**config.mk**
```make
export PLATFORM = sky130hd
export DESIGN_NAME = pan_autoneg
export DESIGN_NICKNAME = d
export VERILOG_FILES = /design/src/hw/pan_pkg.sv /design/src/hw/pan_autoneg.sv
export SDC_FILE = /design/constraint.sdc
export NUM_CORES = 1
export LEC_CHECK = 0
export BUFFER_PORTS_ARGS = -buffer_cell sky130_fd_sc_hd__buf_2
export CAP_MARGIN = 20
export CORE_UTILIZATION = 45
export CTS_CLUSTER_DIAMETER = 100
export DETAILED_ROUTE_END_ITERATION = 10
export GPL_TIMING_DRIVEN = 1
export PLACE_DENSITY = 0.64
export SLEW_MARGIN = 20
export SYNTH_ARGS = -nofsm -noshare
export SYNTH_HDL_FRONTEND = slang
export SYNTH_SLANG_ARGS = --single-unit
```
**constraint.sdc**
```tcl
create_clock -name clk_i -period 2.1 [get_ports clk_i]
set_input_delay 0.42 -clock clk_i [delete_from_list [all_inputs] [get_ports clk_i]]
set_output_delay 0.42 -clock clk_i [all_outputs]
set_load 0.02 [all_outputs]
```
**src/hw/pan_pkg.sv**
```systemverilog
// package: constants and carrier types of the auto-negotiation block
package pan_pkg;
    // ********************************
    // clock and timing
    // ********************************
    localparam int CLK_PERIOD_NS = 50;
    localparam int FLP_SLOT_NS = 62500;
    localparam int FLP_SLOT_CYC = FLP_SLOT_NS / CLK_PERIOD_NS;
    localparam int FLP_PULSE_NS = 100;
    localparam int FLP_PULSE_CYC = (FLP_PULSE_NS + CLK_PERIOD_NS - 1) / CLK_PERIOD_NS;
    localparam int FLP_DATA_MAX_NS = 100000;
    localparam int FLP_DATA_MAX_CYC = FLP_DATA_MAX_NS / CLK_PERIOD_NS;
    localparam int FLP_INTERVAL_US = 16000;
    localparam int FLP_INTERVAL_SLOTS = FLP_INTERVAL_US * 1000 / FLP_SLOT_NS;
    localparam int FLP_BURST_SLOTS = 33;
    localparam int FLP_WORD_BITS = 16;
    localparam int FLP_RX_END_US = 1000;
    localparam int FLP_RX_END_CYC = FLP_RX_END_US * 1000 / CLK_PERIOD_NS;
    localparam logic [1:0] MATCH_COUNT = 2'h3;
    // ********************************
    // management registers
    // ********************************
    localparam logic [9:0] REG_CTRL = 10'h000;
    localparam logic [9:0] REG_STAT = 10'h001;
    localparam logic [9:0] REG_ADV = 10'h004;
    localparam logic [9:0] REG_LPA = 10'h005;
    localparam int CTRL_SPEED = 13;
    localparam int CTRL_AN_EN = 12;
    localparam int CTRL_RESTART = 9;
    localparam int CTRL_DUPLEX = 8;
    localparam int STAT_AN_DONE = 5;
    localparam int STAT_RFAULT = 4;
    localparam int STAT_LINK = 2;
    localparam logic [15:0] STAT_FIXED = 16'hF809;
    localparam int ABIL_100F = 8;
    localparam int ABIL_100H = 7;
    localparam int ABIL_10F = 6;
    localparam int ABIL_10H = 5;
    localparam int ADV_ACK = 14;
    localparam int ADV_RFAULT = 13;
    localparam logic [15:0] ADV_RESET = 16'h01E1;
    localparam logic [15:0] ADV_SELECTOR = 16'h0001;
    // ********************************
    // serial management frame
    // ********************************
    localparam logic [1:0] SMI_OP_READ = 2'h2;
    localparam logic [1:0] SMI_OP_WRITE = 2'h1;
    localparam logic [4:0] SMI_ADDR_LAST = 5'h09;
    localparam logic [4:0] SMI_DATA_LAST = 5'h0F;
    // ********************************
    // carriers
    // ********************************
    typedef struct packed {
        logic an_enable;
        logic speed_100;
        logic full_duplex;
        logic [1:0] port5_bus_select;
        logic port5_speed_strap;
        logic port5_duplex_strap;
        logic port5_link_strap;
        logic port4_pcs_select_strap;
        logic [1:0] port4_bus_select;
    } pan_strap_type;
    typedef struct packed {
        logic speed_100;
        logic full_duplex;
    } pan_mode_type;
    typedef struct packed {
        logic mii;
        logic speed_100;
        logic full_duplex;
        logic link_up;
    } pan_port5_type;
    typedef enum logic [1:0] {P4_PHY, P4_MAC_MII, P4_PCS_MII} pan_port4_type;
    typedef enum logic [1:0] {AN_OFF, AN_ABILITY, AN_ACK, AN_DONE} pan_an_state_type;
    typedef enum logic [2:0] {SM_IDLE, SM_START, SM_OP, SM_ADDR, SM_TA, SM_DATA} pan_smi_state_type;
endpackage : pan_pkg

```
**src/hw/pan_autoneg.sv**
```systemverilog
// module: auto-negotiation, speed/duplex control and strap decoding of one phy channel
`timescale 1ns/100ps
`default_nettype none
// Notes on behaviour
// - disabled negotiation waits for enable bit 12
// - enabling negotiation starts it immediately
// - send advertisement register as fast link pulses
// - store partner abilities on completion
// - resolve highest common mode, 100F first
// - control register enables, disables, restarts negotiation
// - bits 13 and 8 force speed, duplex
// - enable bit set ignores forced speed/duplex
// - status reports fixed ability bits as ones
// - status bit 5 shows negotiation complete
// - status bit 4 shows partner remote fault
// - status bit 2 shows valid link
// - advertise all; writes or straps remove abilities
// - straps latched into advertisement at reset
// - straps set control defaults per table
// - port 5 bus select 00 means mii
// - port 5 speed strap low means 100
// - port 5 duplex strap low means full
// - port 5 link strap low forces link up
// - port 4 pcs strap high selects pcs mii
// - two-wire serial frames reach management registers
module pan_autoneg #(
    parameter int SLOT_CYC = pan_pkg::FLP_SLOT_CYC,
    parameter int INTERVAL_SLOTS = pan_pkg::FLP_INTERVAL_SLOTS,
    parameter int RX_END_CYC = pan_pkg::FLP_RX_END_CYC
) (
    input wire logic clk_i,
    input wire logic reset_i,
    input wire pan_pkg::pan_strap_type straps_i,
    input wire logic mdc_i,
    input wire logic mdio_i,
    output logic mdio_o,
    output logic mdio_oe_n_o,
    input wire logic flp_rx_i,
    output logic flp_tx_o,
    input wire logic link_ok_i,
    output pan_pkg::pan_mode_type mode_o,
    output pan_pkg::pan_port5_type port5_o,
    output pan_pkg::pan_port4_type port4_mode_o
);
    import pan_pkg::*;

    // ********************************
    // strap latch
    // ********************************
    pan_strap_type strap_r, strap_nxt;
    pan_port5_type port5_r, port5_nxt;
    pan_port4_type port4_r, port4_nxt;
    logic [15:0] strap_mask;

    always_comb
    begin
        strap_nxt = reset_i ? straps_i : strap_r;
        port5_nxt.mii = (strap_r.port5_bus_select == 2'h0);
        port5_nxt.speed_100 = ~strap_r.port5_speed_strap;
        port5_nxt.full_duplex = ~strap_r.port5_duplex_strap;
        port5_nxt.link_up = ~strap_r.port5_link_strap;
        if (strap_r.port4_pcs_select_strap)
            port4_nxt = P4_PCS_MII;
        else if (strap_r.port4_bus_select == 2'h1)
            port4_nxt = P4_MAC_MII;
        else
            port4_nxt = P4_PHY;
        // with negotiation on the straps remove abilities, with it off one mode stands
        strap_mask = ADV_SELECTOR | 16'(16'hFE00);
        if (strap_r.an_enable)
        begin
            strap_mask[ABIL_100F] = strap_r.speed_100 & strap_r.full_duplex;
            strap_mask[ABIL_100H] = strap_r.speed_100;
            strap_mask[ABIL_10F] = strap_r.full_duplex;
            strap_mask[ABIL_10H] = 1'b1;
        end
        else
        begin
            strap_mask[ABIL_100F] = strap_r.speed_100 & strap_r.full_duplex;
            strap_mask[ABIL_100H] = strap_r.speed_100 & ~strap_r.full_duplex;
            strap_mask[ABIL_10F] = ~strap_r.speed_100 & strap_r.full_duplex;
            strap_mask[ABIL_10H] = ~strap_r.speed_100 & ~strap_r.full_duplex;
        end
    end

    always_ff @(posedge clk_i)
    begin
        strap_r <= strap_nxt;
        port5_r <= port5_nxt;
        port4_r <= port4_nxt;
    end

    // ********************************
    // management serial port and registers
    // ********************************
    pan_smi_state_type sm_r, sm_nxt;
    logic mdc_q_r, mdc_q_nxt;
    logic [4:0] cnt_r, cnt_nxt;
    logic [1:0] op_r, op_nxt;
    logic [9:0] addr_r, addr_nxt;
    logic [15:0] sh_r, sh_nxt;
    logic [15:0] ctrl_r, ctrl_nxt;
    logic [15:0] adv_r, adv_nxt;
    logic restart_r, restart_nxt;
    logic mdio_r, mdio_nxt;
    logic oe_n_r, oe_n_nxt;
    logic mdc_rise;
    logic [15:0] adv_eff;
    logic [15:0] stat_val;
    logic [15:0] lpa_r;
    logic an_done;
    logic link_r;

    always_comb
    begin
        mdc_rise = mdc_i & ~mdc_q_r;
        adv_eff = adv_r & strap_mask;
        stat_val = STAT_FIXED;
        stat_val[STAT_AN_DONE] = an_done;
        stat_val[STAT_RFAULT] = an_done & lpa_r[ADV_RFAULT];
        stat_val[STAT_LINK] = link_r;
        mdc_q_nxt = mdc_i;
        sm_nxt = sm_r;
        cnt_nxt = cnt_r;
        op_nxt = op_r;
        addr_nxt = addr_r;
        sh_nxt = sh_r;
        ctrl_nxt = ctrl_r;
        adv_nxt = adv_r;
        restart_nxt = 1'b0;
        if (mdc_rise)
        begin
            cnt_nxt = cnt_r + 5'h01;
            case (sm_r)
                SM_IDLE:
                    if (!mdio_i)
                        sm_nxt = SM_START;
                SM_START:
                begin
                    sm_nxt = mdio_i ? SM_OP : SM_IDLE;
                    cnt_nxt = 5'h00;
                end
                SM_OP:
                begin
                    op_nxt = {op_r[0], mdio_i};
                    if (cnt_r[0])
                    begin
                        cnt_nxt = 5'h00;
                        sm_nxt = SM_ADDR;
                    end
                end
                SM_ADDR:
                begin
                    addr_nxt = {addr_r[8:0], mdio_i};
                    if (cnt_r == SMI_ADDR_LAST)
                    begin
                        cnt_nxt = 5'h00;
                        sm_nxt = (op_r == SMI_OP_READ || op_r == SMI_OP_WRITE) ? SM_TA : SM_IDLE;
                    end
                end
                SM_TA:
                    if (cnt_r[0])
                    begin
                        cnt_nxt = 5'h00;
                        sm_nxt = SM_DATA;
                        case (addr_r)
                            REG_CTRL: sh_nxt = ctrl_r;
                            REG_STAT: sh_nxt = stat_val;
                            REG_ADV: sh_nxt = adv_eff;
                            REG_LPA: sh_nxt = lpa_r;
                            default: sh_nxt = 16'h0000;
                        endcase
                    end
                SM_DATA:
                begin
                    sh_nxt = {sh_r[14:0], mdio_i};
                    if (cnt_r == SMI_DATA_LAST)
                    begin
                        sm_nxt = SM_IDLE;
                        if (op_r == SMI_OP_WRITE && addr_r == REG_CTRL)
                        begin
                            ctrl_nxt[CTRL_SPEED] = sh_r[14 - (15 - CTRL_SPEED)];
                            ctrl_nxt[CTRL_AN_EN] = sh_r[14 - (15 - CTRL_AN_EN)];
                            ctrl_nxt[CTRL_DUPLEX] = sh_r[14 - (15 - CTRL_DUPLEX)];
                            restart_nxt = sh_r[14 - (15 - CTRL_RESTART)];
                        end
                        if (op_r == SMI_OP_WRITE && addr_r == REG_ADV)
                            adv_nxt = {sh_r[14:0], mdio_i};
                    end
                end
                default:
                    sm_nxt = SM_IDLE;
            endcase
        end
        // pin changes one cycle after the rising edge, the host samples on the next one
        oe_n_nxt = ~(op_r == SMI_OP_READ && ((sm_nxt == SM_TA && cnt_nxt[0]) || sm_nxt == SM_DATA));
        mdio_nxt = (sm_nxt == SM_DATA) ? sh_nxt[15] : 1'b0;
        if (reset_i)
        begin
            sm_nxt = SM_IDLE;
            cnt_nxt = 5'h00;
            op_nxt = 2'h0;
            addr_nxt = 10'h000;
            sh_nxt = 16'h0000;
            ctrl_nxt = 16'h0000;
            ctrl_nxt[CTRL_SPEED] = straps_i.speed_100;
            ctrl_nxt[CTRL_AN_EN] = straps_i.an_enable;
            ctrl_nxt[CTRL_DUPLEX] = straps_i.full_duplex;
            adv_nxt = ADV_RESET;
            oe_n_nxt = 1'b1;
            mdio_nxt = 1'b0;
        end
    end

    always_ff @(posedge clk_i)
    begin
        sm_r <= sm_nxt;
        mdc_q_r <= mdc_q_nxt;
        cnt_r <= cnt_nxt;
        op_r <= op_nxt;
        addr_r <= addr_nxt;
        sh_r <= sh_nxt;
        ctrl_r <= ctrl_nxt;
        adv_r <= adv_nxt;
        restart_r <= restart_nxt;
        mdio_r <= mdio_nxt;
        oe_n_r <= oe_n_nxt;
    end

    // ********************************
    // negotiation: pulse bursts out, words in, resolution
    // ********************************
    pan_an_state_type an_r, an_nxt;
    logic [15:0] sub_r, sub_nxt;
    logic [15:0] slot_r, slot_nxt;
    logic tx_r, tx_nxt;
    logic [15:0] gap_r, gap_nxt;
    logic in_burst_r, in_burst_nxt;
    logic clk_seen_r, clk_seen_nxt;
    logic [4:0] idx_r, idx_nxt;
    logic [15:0] word_r, word_nxt;
    logic [15:0] last_r, last_nxt;
    logic [1:0] match_r, match_nxt;
    logic [15:0] lpa_nxt;
    logic link_nxt;
    pan_mode_type mode_r, mode_nxt;
    logic [15:0] tx_word;
    logic word_valid;
    logic [3:0] common;

    always_comb
    begin
        an_done = (an_r == AN_DONE);
        link_nxt = link_ok_i;
        an_nxt = an_r;
        lpa_nxt = lpa_r;
        mode_nxt = mode_r;
        tx_word = adv_eff;
        tx_word[ADV_ACK] = (an_r == AN_ACK);
        // burst: even slots carry clock pulses, odd slots the word bits
        sub_nxt = sub_r + 16'h0001;
        slot_nxt = slot_r;
        if (sub_r == 16'(SLOT_CYC - 1))
        begin
            sub_nxt = 16'h0000;
            slot_nxt = (slot_r == 16'(INTERVAL_SLOTS - 1)) ? 16'h0000 : slot_r + 16'h0001;
        end
        tx_nxt = (an_r == AN_ABILITY || an_r == AN_ACK) && sub_r < 16'(FLP_PULSE_CYC) &&
            slot_r < 16'(FLP_BURST_SLOTS) && (!slot_r[0] || tx_word[slot_r[4:1]]);
        // receive: a pulse shortly after a clock pulse is a one
        gap_nxt = (gap_r == 16'(RX_END_CYC)) ? gap_r : gap_r + 16'h0001;
        in_burst_nxt = in_burst_r;
        clk_seen_nxt = clk_seen_r;
        idx_nxt = idx_r;
        word_nxt = word_r;
        word_valid = 1'b0;
        if (flp_rx_i)
        begin
            gap_nxt = 16'h0000;
            if (clk_seen_r && gap_r < 16'(FLP_DATA_MAX_CYC))
            begin
                word_nxt[idx_r[3:0]] = 1'b1;
                clk_seen_nxt = 1'b0;
            end
            else
            begin
                clk_seen_nxt = 1'b1;
                if (in_burst_r)
                    idx_nxt = idx_r + 5'h01;
                else
                begin
                    in_burst_nxt = 1'b1;
                    idx_nxt = 5'h00;
                    word_nxt = 16'h0000;
                end
            end
        end
        else if (in_burst_r && gap_r == 16'(RX_END_CYC))
        begin
            in_burst_nxt = 1'b0;
            clk_seen_nxt = 1'b0;
            word_valid = (idx_r == 5'(FLP_WORD_BITS));
        end
        last_nxt = last_r;
        match_nxt = match_r;
        if (word_valid)
        begin
            last_nxt = word_r;
            match_nxt = (word_r == last_r && match_r != MATCH_COUNT) ? match_r + 2'h1 :
                (word_r == last_r) ? match_r : 2'h1;
        end
        case (an_r)
            AN_OFF:
                if (ctrl_r[CTRL_AN_EN])
                    an_nxt = AN_ABILITY;
            AN_ABILITY:
                if (word_valid && word_r == last_r && match_r == MATCH_COUNT - 2'h1)
                    an_nxt = AN_ACK;
            AN_ACK:
                if (word_valid && word_r[ADV_ACK])
                begin
                    an_nxt = AN_DONE;
                    lpa_nxt = word_r;
                end
            AN_DONE:
                an_nxt = AN_DONE;
            default:
                an_nxt = AN_OFF;
        endcase
        if (!ctrl_r[CTRL_AN_EN])
            an_nxt = AN_OFF;
        else if (restart_r)
            an_nxt = AN_ABILITY;
        if (an_nxt == AN_ABILITY && an_r != AN_ABILITY)
        begin
            // fresh start: old partner words must not count toward a match
            match_nxt = 2'h0;
            sub_nxt = 16'h0000;
            slot_nxt = 16'h0000;
        end
        common = adv_eff[ABIL_100F:ABIL_10H] & lpa_r[ABIL_100F:ABIL_10H];
        if (!ctrl_r[CTRL_AN_EN])
        begin
            mode_nxt.speed_100 = ctrl_r[CTRL_SPEED];
            mode_nxt.full_duplex = ctrl_r[CTRL_DUPLEX];
        end
        else if (an_done)
        begin
            mode_nxt.speed_100 = common[3] | common[2];
            mode_nxt.full_duplex = common[3] | (~common[2] & common[1]);
        end
        if (reset_i)
        begin
            an_nxt = AN_OFF;
            sub_nxt = 16'h0000;
            slot_nxt = 16'h0000;
            tx_nxt = 1'b0;
            gap_nxt = 16'h0000;
            in_burst_nxt = 1'b0;
            clk_seen_nxt = 1'b0;
            idx_nxt = 5'h00;
            word_nxt = 16'h0000;
            last_nxt = 16'h0000;
            match_nxt = 2'h0;
            lpa_nxt = 16'h0000;
            link_nxt = 1'b0;
            mode_nxt = '0;
        end
    end

    always_ff @(posedge clk_i)
    begin
        an_r <= an_nxt;
        sub_r <= sub_nxt;
        slot_r <= slot_nxt;
        tx_r <= tx_nxt;
        gap_r <= gap_nxt;
        in_burst_r <= in_burst_nxt;
        clk_seen_r <= clk_seen_nxt;
        idx_r <= idx_nxt;
        word_r <= word_nxt;
        last_r <= last_nxt;
        match_r <= match_nxt;
        lpa_r <= lpa_nxt;
        link_r <= link_nxt;
        mode_r <= mode_nxt;
    end

    assign mdio_o = mdio_r;
    assign mdio_oe_n_o = oe_n_r;
    assign flp_tx_o = tx_r;
    assign mode_o = mode_r;
    assign port5_o = port5_r;
    assign port4_mode_o = port4_r;
endmodule : pan_autoneg
`default_nettype wire

```
======== Word level (Yosys, flattened, before mapping) ========
Cells that the tools add are included.
operators by class
  add/sub/neg operators ................... 6
  $lt $le $gt $ge ......................... 6
  equality and inequality tests ........... 32
  multiplexer cells ....................... 52
  bitwise logic cells ..................... 22
  reductions and logical operators ........ 46
operators with widths
  cell                                                   number
  two-way mux 16 bit                                     5
  case mux 16 bit (4 select lines)                       1
  adder 16 x 1 -> 16 bit (second input constant)         3
  case mux 16 bit (2 select lines)                       1
  two-way mux 2 bit                                      13
  two-way mux 3 bit                                      8
  == test 10 x 3 -> 1 bit (second input constant)        2
  case mux 3 bit (6 select lines)                        1
  bitwise AND 16 bit                                     1
  == test 16 x 11 -> 1 bit (second input constant)       1
  == test 16 x 15 -> 1 bit (second input constant)       1
  == test 16 bit                                         1
  == test 16 x 8 -> 1 bit (second input constant)        1
  < comparator 16 x 11 -> 1 bit (second input constant)  1
  < comparator 16 x 2 -> 1 bit (second input constant)   1
  < comparator 16 x 6 -> 1 bit (second input constant)   1
  OR 16 bit                                              1
  logical AND 1 bit                                      15
  two-way mux 1 bit                                      15
  two-way mux 5 bit                                      3
  case mux 5 bit (3 select lines)                        1
  two-way mux 14 bit                                     1
  AND reduction 2 bit                                    7
  == test 3 bit (second input constant)                  4
  other kinds (30)                                       75
storage, ports and cells
  bits in registers ....................... 187
  bits of input ports ..................... 17
  output and inout bits ................... 11
  word-level logic and storage cells ...... 206

======== Logic depth before layout (Yosys ltp) ========
  depth after elaboration ................. 13
  depth in mapped cells ................... 9
  gate-level depth less buffers ........... 8

======== Worst setup path after synthesis ========
Ideal clock, no wire load.
  kind .................................... flip-flop to flip-flop
  start ................................... register cnt_r[0]
  end ..................................... register adv_r[0]
  setup time .............................. 127 ps
  data arrival time ....................... 1882 ps
  data required time ...................... 1973 ps
  setup slack ............................. 91 ps
  stages on the path, launching flop included .. 9
  path buffers ............................ 1
  clock period less this slack ............ 2009 ps
  cell sequence ........................... dfxtp_1 -> ha_1 -> and3_1 -> ha_1 -> inv_1 -> nor4_2 -> buf_4 -> mux2i_1 -> nand2_1
on the way
  word-level cells in the longest chain between the ends .. 2
RTL lines
  item                           RTL line            source
  from (decl)                    pan_autoneg.sv:98   logic [4:0] cnt_r, cnt_nxt;
  from (signal assigned)         pan_autoneg.sv:219  cnt_r <= cnt_nxt;
  == test 5 x 4 -> 1 bit         pan_autoneg.sv:177  if (cnt_r == SMI_DATA_LAST)
  AND reduction 4 bit (no line)  --
  to (signal assigned)           pan_autoneg.sv:224  adv_r <= adv_nxt;
  to (decl)                      pan_autoneg.sv:103  logic [15:0] adv_r, adv_nxt;
No other way between the ends.
A chain may end at the register's enable or synchronous reset.

======== Final worst setup path ========
  start ................................... register addr_r[5]
  end ..................................... register adv_r[7]
on the way
  word-level cells in the longest chain between the ends .. 3
RTL lines
  item                           RTL line            source
  from (decl)                    pan_autoneg.sv:100  logic [9:0] addr_r, addr_nxt;
  from (signal assigned)         pan_autoneg.sv:221  addr_r <= addr_nxt;
  == test 10 x 3 -> 1 bit        pan_autoneg.sv:187  if (op_r == SMI_OP_WRITE && addr_r == REG_ADV)
  logical AND 1 bit              pan_autoneg.sv:187
  AND reduction 4 bit (no line)  --
No other way between the ends.

==> metrics.txt <==
status finished, violations left; failing checks DRC; leading cell type in the layout, fill and taps excluded dfxtp_1; simple-gate share of the synthesized area between 20% and 30%; CP Cell Sequence nor4_1, nand2_1, nor4_4, buf_12, mux2i_1, nand2_1; Crit path top cell by count nand2_1; Mapped Area between 8000 and 9000 µm²; R2R Setup Slk around 170 ps; Slew @ Worst Pin 591 ps; VDD IR-drop max 0.601 mV; Core Area between 15,000 and 20,000 µm²; WS Path Type flip-flop to flip-flop; Die X ~140 µm; minimum clock period just under 2000 ps; clk_skew 7.51 ps; area share of xor/xnor cells in the synthesized design 6.39%; initial drt markers 395; Pleak approximately 0.0035 µW; drt total wl ~18,000 µm; Final nets approximately 980; EDFF count, synth 14; setup repair after global routing missed its margin false; PwrDens approximately 750 nW/µm²; vias in the first global route ~5,900; DRC 12; Reg power frac roughly half; initial antenna violation count 0; total clock sinks ~180; post-synth cell types 70; Setup TNS 0 ps; mux contribution to synthesized area 6.90%; routability-driven placement congestion ratio between 0.7 and 0.8; Vias/cell roughly 5.5; commonest non-fill, non-tap cells in the layout 169 x dfxtp_1, 129 x nor2_1, 78 x nand2_1; clock share of power ~44%; Clk pin slew, worst setup/hold paths approximately 70 ps; CP startpoint kind flip-flop; share of post-route cells with drive strength above 1 around 13%; Tcrit/Tclk final a little over 90%; relative slew slack between 60 and 70%; Worst EP required 2410 ps; Post-DP HPWL roughly 12,000 µm; FFs w/ async S/R, synth 0%; first-pass GRT wire length about 30,000 µm; Synth Instances just over 900; Avg Inst Size Synth 9.12 µm²; Final Hold Vio Count 0; Int Pwr ~5300 µW; maximum fanout along the worst path 12; All-Layer GR Usage about a fifth; CP max stage delay approximately 440 ps; Top FF cell, synth dfxtp_1; I/O pin total 28; CTS hold repair buffers 0; Setup crit end kind flip-flop; Row Count 49; Pre-antenna DRT Iters 8; number of synthesized register bits roughly 180; Post-CTS Repair Setup Buffers 0; Synth Net Count approximately 960; max_cap viols 0; Gate power share under 10%; clk_lat worst skew around 430 ps; dpl cell area 8840 µm²; Post-Synth Adder-Cell Area between 3 and 4%; register area share after synthesis between 40% and 50%; CTS tree yes; Top Family by Delay on Critical Path simple AND/OR/NAND/NOR gates; initial core utilization a little under half; area delta synth->final 12.7%; Worst Path Buf+Inv 1; Die ar. around 19,000 µm²; via count roughly 6,400; worst endpoint data arrival time around 2200 ps; CTS Root Cell clkbuf_16; aggregate global routing overflow 0; die height about 140 µm; Layout Cells excl Fill roughly 1,200; Synth warnings 0; Max Root-Sink Buffers 2; number of buffers created by CTS 17; max-slew violations 0; Design Area, Final 9420 µm²; n_diodes 0; Compound-Gate Fraction of Synth Area 11.9%; htree depth 4; port buffer count 27; Switching Fraction approximately 25%; hold crit path type primary input to flip-flop; DR WL/cell between 15 and 20 µm; pin count of the biggest net entering global routing 83; Post-Place Cells roughly 1,200; fmax 519 MHz; P_sw between 1500 and 2000 µW; largest family of logic cells by synthesized area simple AND/OR/NAND/NOR gates; Routed Antenna Nets 0; Critical-path top delay cell nor4_1; # setup viols final 0
-- metal layers --
layer / GRT usage, % / routed length, µm / up-vias
met5: 0 / 0 / -
met4: 6.56 / 220 / 0
met3: 3.60 / 532 / 16
met2: 29.5 / 7990 / 96
met1: 27.5 / 9160 / 3056
li1: - / - / 3281
-- flip-flops by register name, indices dropped and copies added (netlist names), 2 cells and up --
signal and count:
adv_r 12, gap_r 16, strap_r 11, port4_mode_o 2, sub_r 16, sh_r 16, port5_o 4, ctrl_r 3
slot_r 16, sm_r 3, last_r 16, cnt_r 5, mode_o 2, an_r 2, addr_r 10, word_r 16
match_r 2, idx_r 5, op_r 2, lpa_r 16
-- cells by family after synthesis --
| logic type | Yosys count |
|---|---|
| AO/OA/AOI/OAI | 150 |
| multiplexers | 54 |
| AND/OR/NAND/NOR | 355 |
| flip-flops | 183 |
| XOR/XNOR | 61 |
| adder cells (fa/ha/maj) | 23 |
| buffers and inverters | 90 |
-- final cells by class --
class                   instances  area [µm²]
well taps                     229         287
clock buffers                  17         425
inverters                      35         131
clock inverters                15         135
multi-input cells             643        4180
fillers                      1648        8670
flip-flops and latches        183        3800
repair buffers                 61         455
-- per-stage QoR --
stage	hold slack, ps	utilization (%)	setup slack [ps]	power (µW)
final	107	52.1	175	7050
after global routing	91.4	52.1	30.6	7310
after CTS	91.0	52.0	87.4	7120
after detailed placement	367	48.9	185	4050
after global placement	358	48.9	222	4050
after floorplan	349	-	90.7	3920
-- power groups by stage --
| stage | Sequential, µW | Combinational (µW) | Clock [µW] |
|---|---|---|---|
| 3_3_place_gp | 3690 | 355 | 0 |
| 6_report | 3620 | 360 | 3070 |
| 2_1_floorplan | 3700 | 223 | 0 |
| 4_1_cts | 3620 | 358 | 3150 |
| 3_5_place_dp | 3700 | 356 | 0 |
| 5_1_grt | 3620 | 397 | 3290 |
-- final timing paths --
check / from / end / cells past startpoint
worst min-delay path: mdc_i / mdc_q_r / 1
worst min register to register: strap_r[2] / port4_mode_o[1] / 0
worst max-delay path: addr_r[5] / adv_r[7] / 6
worst max register to register: addr_r[5] / adv_r[7] / 6
-- Yosys cell counts (9+ instances only) --
cell type	instances	area share [%]
xor2_1	37	3.9
nand3_1	23	1.4
nand4_1	15	1.1
dfxtp_1	169	40
o21ai_0	23	1.4
edfxtp_1	14	5.0
nor4_1	20	1.5
a21oi_1	44	2.6
xnor2_1	24	2.5
mux2i_1	43	5.2
buf_2	13	0.78
ha_1	23	3.4
and4_1	10	1.0
mux2_2	9	1.2
clkbuf_1	31	1.4
inv_1	35	1.6
and3_1	16	1.2
nand2_1	78	3.5
a31oi_1	23	1.7
nor2_1	129	5.8
nor3_1	20	1.2
a211oi_1	14	1.3
-- timing repair --
action	4_1_cts	5_1_grt
setup endpoints to repair	0	17
resized for setup	0	2
endpoints found under the hold margin	0	0
Power figures use the tool's default switching activity.
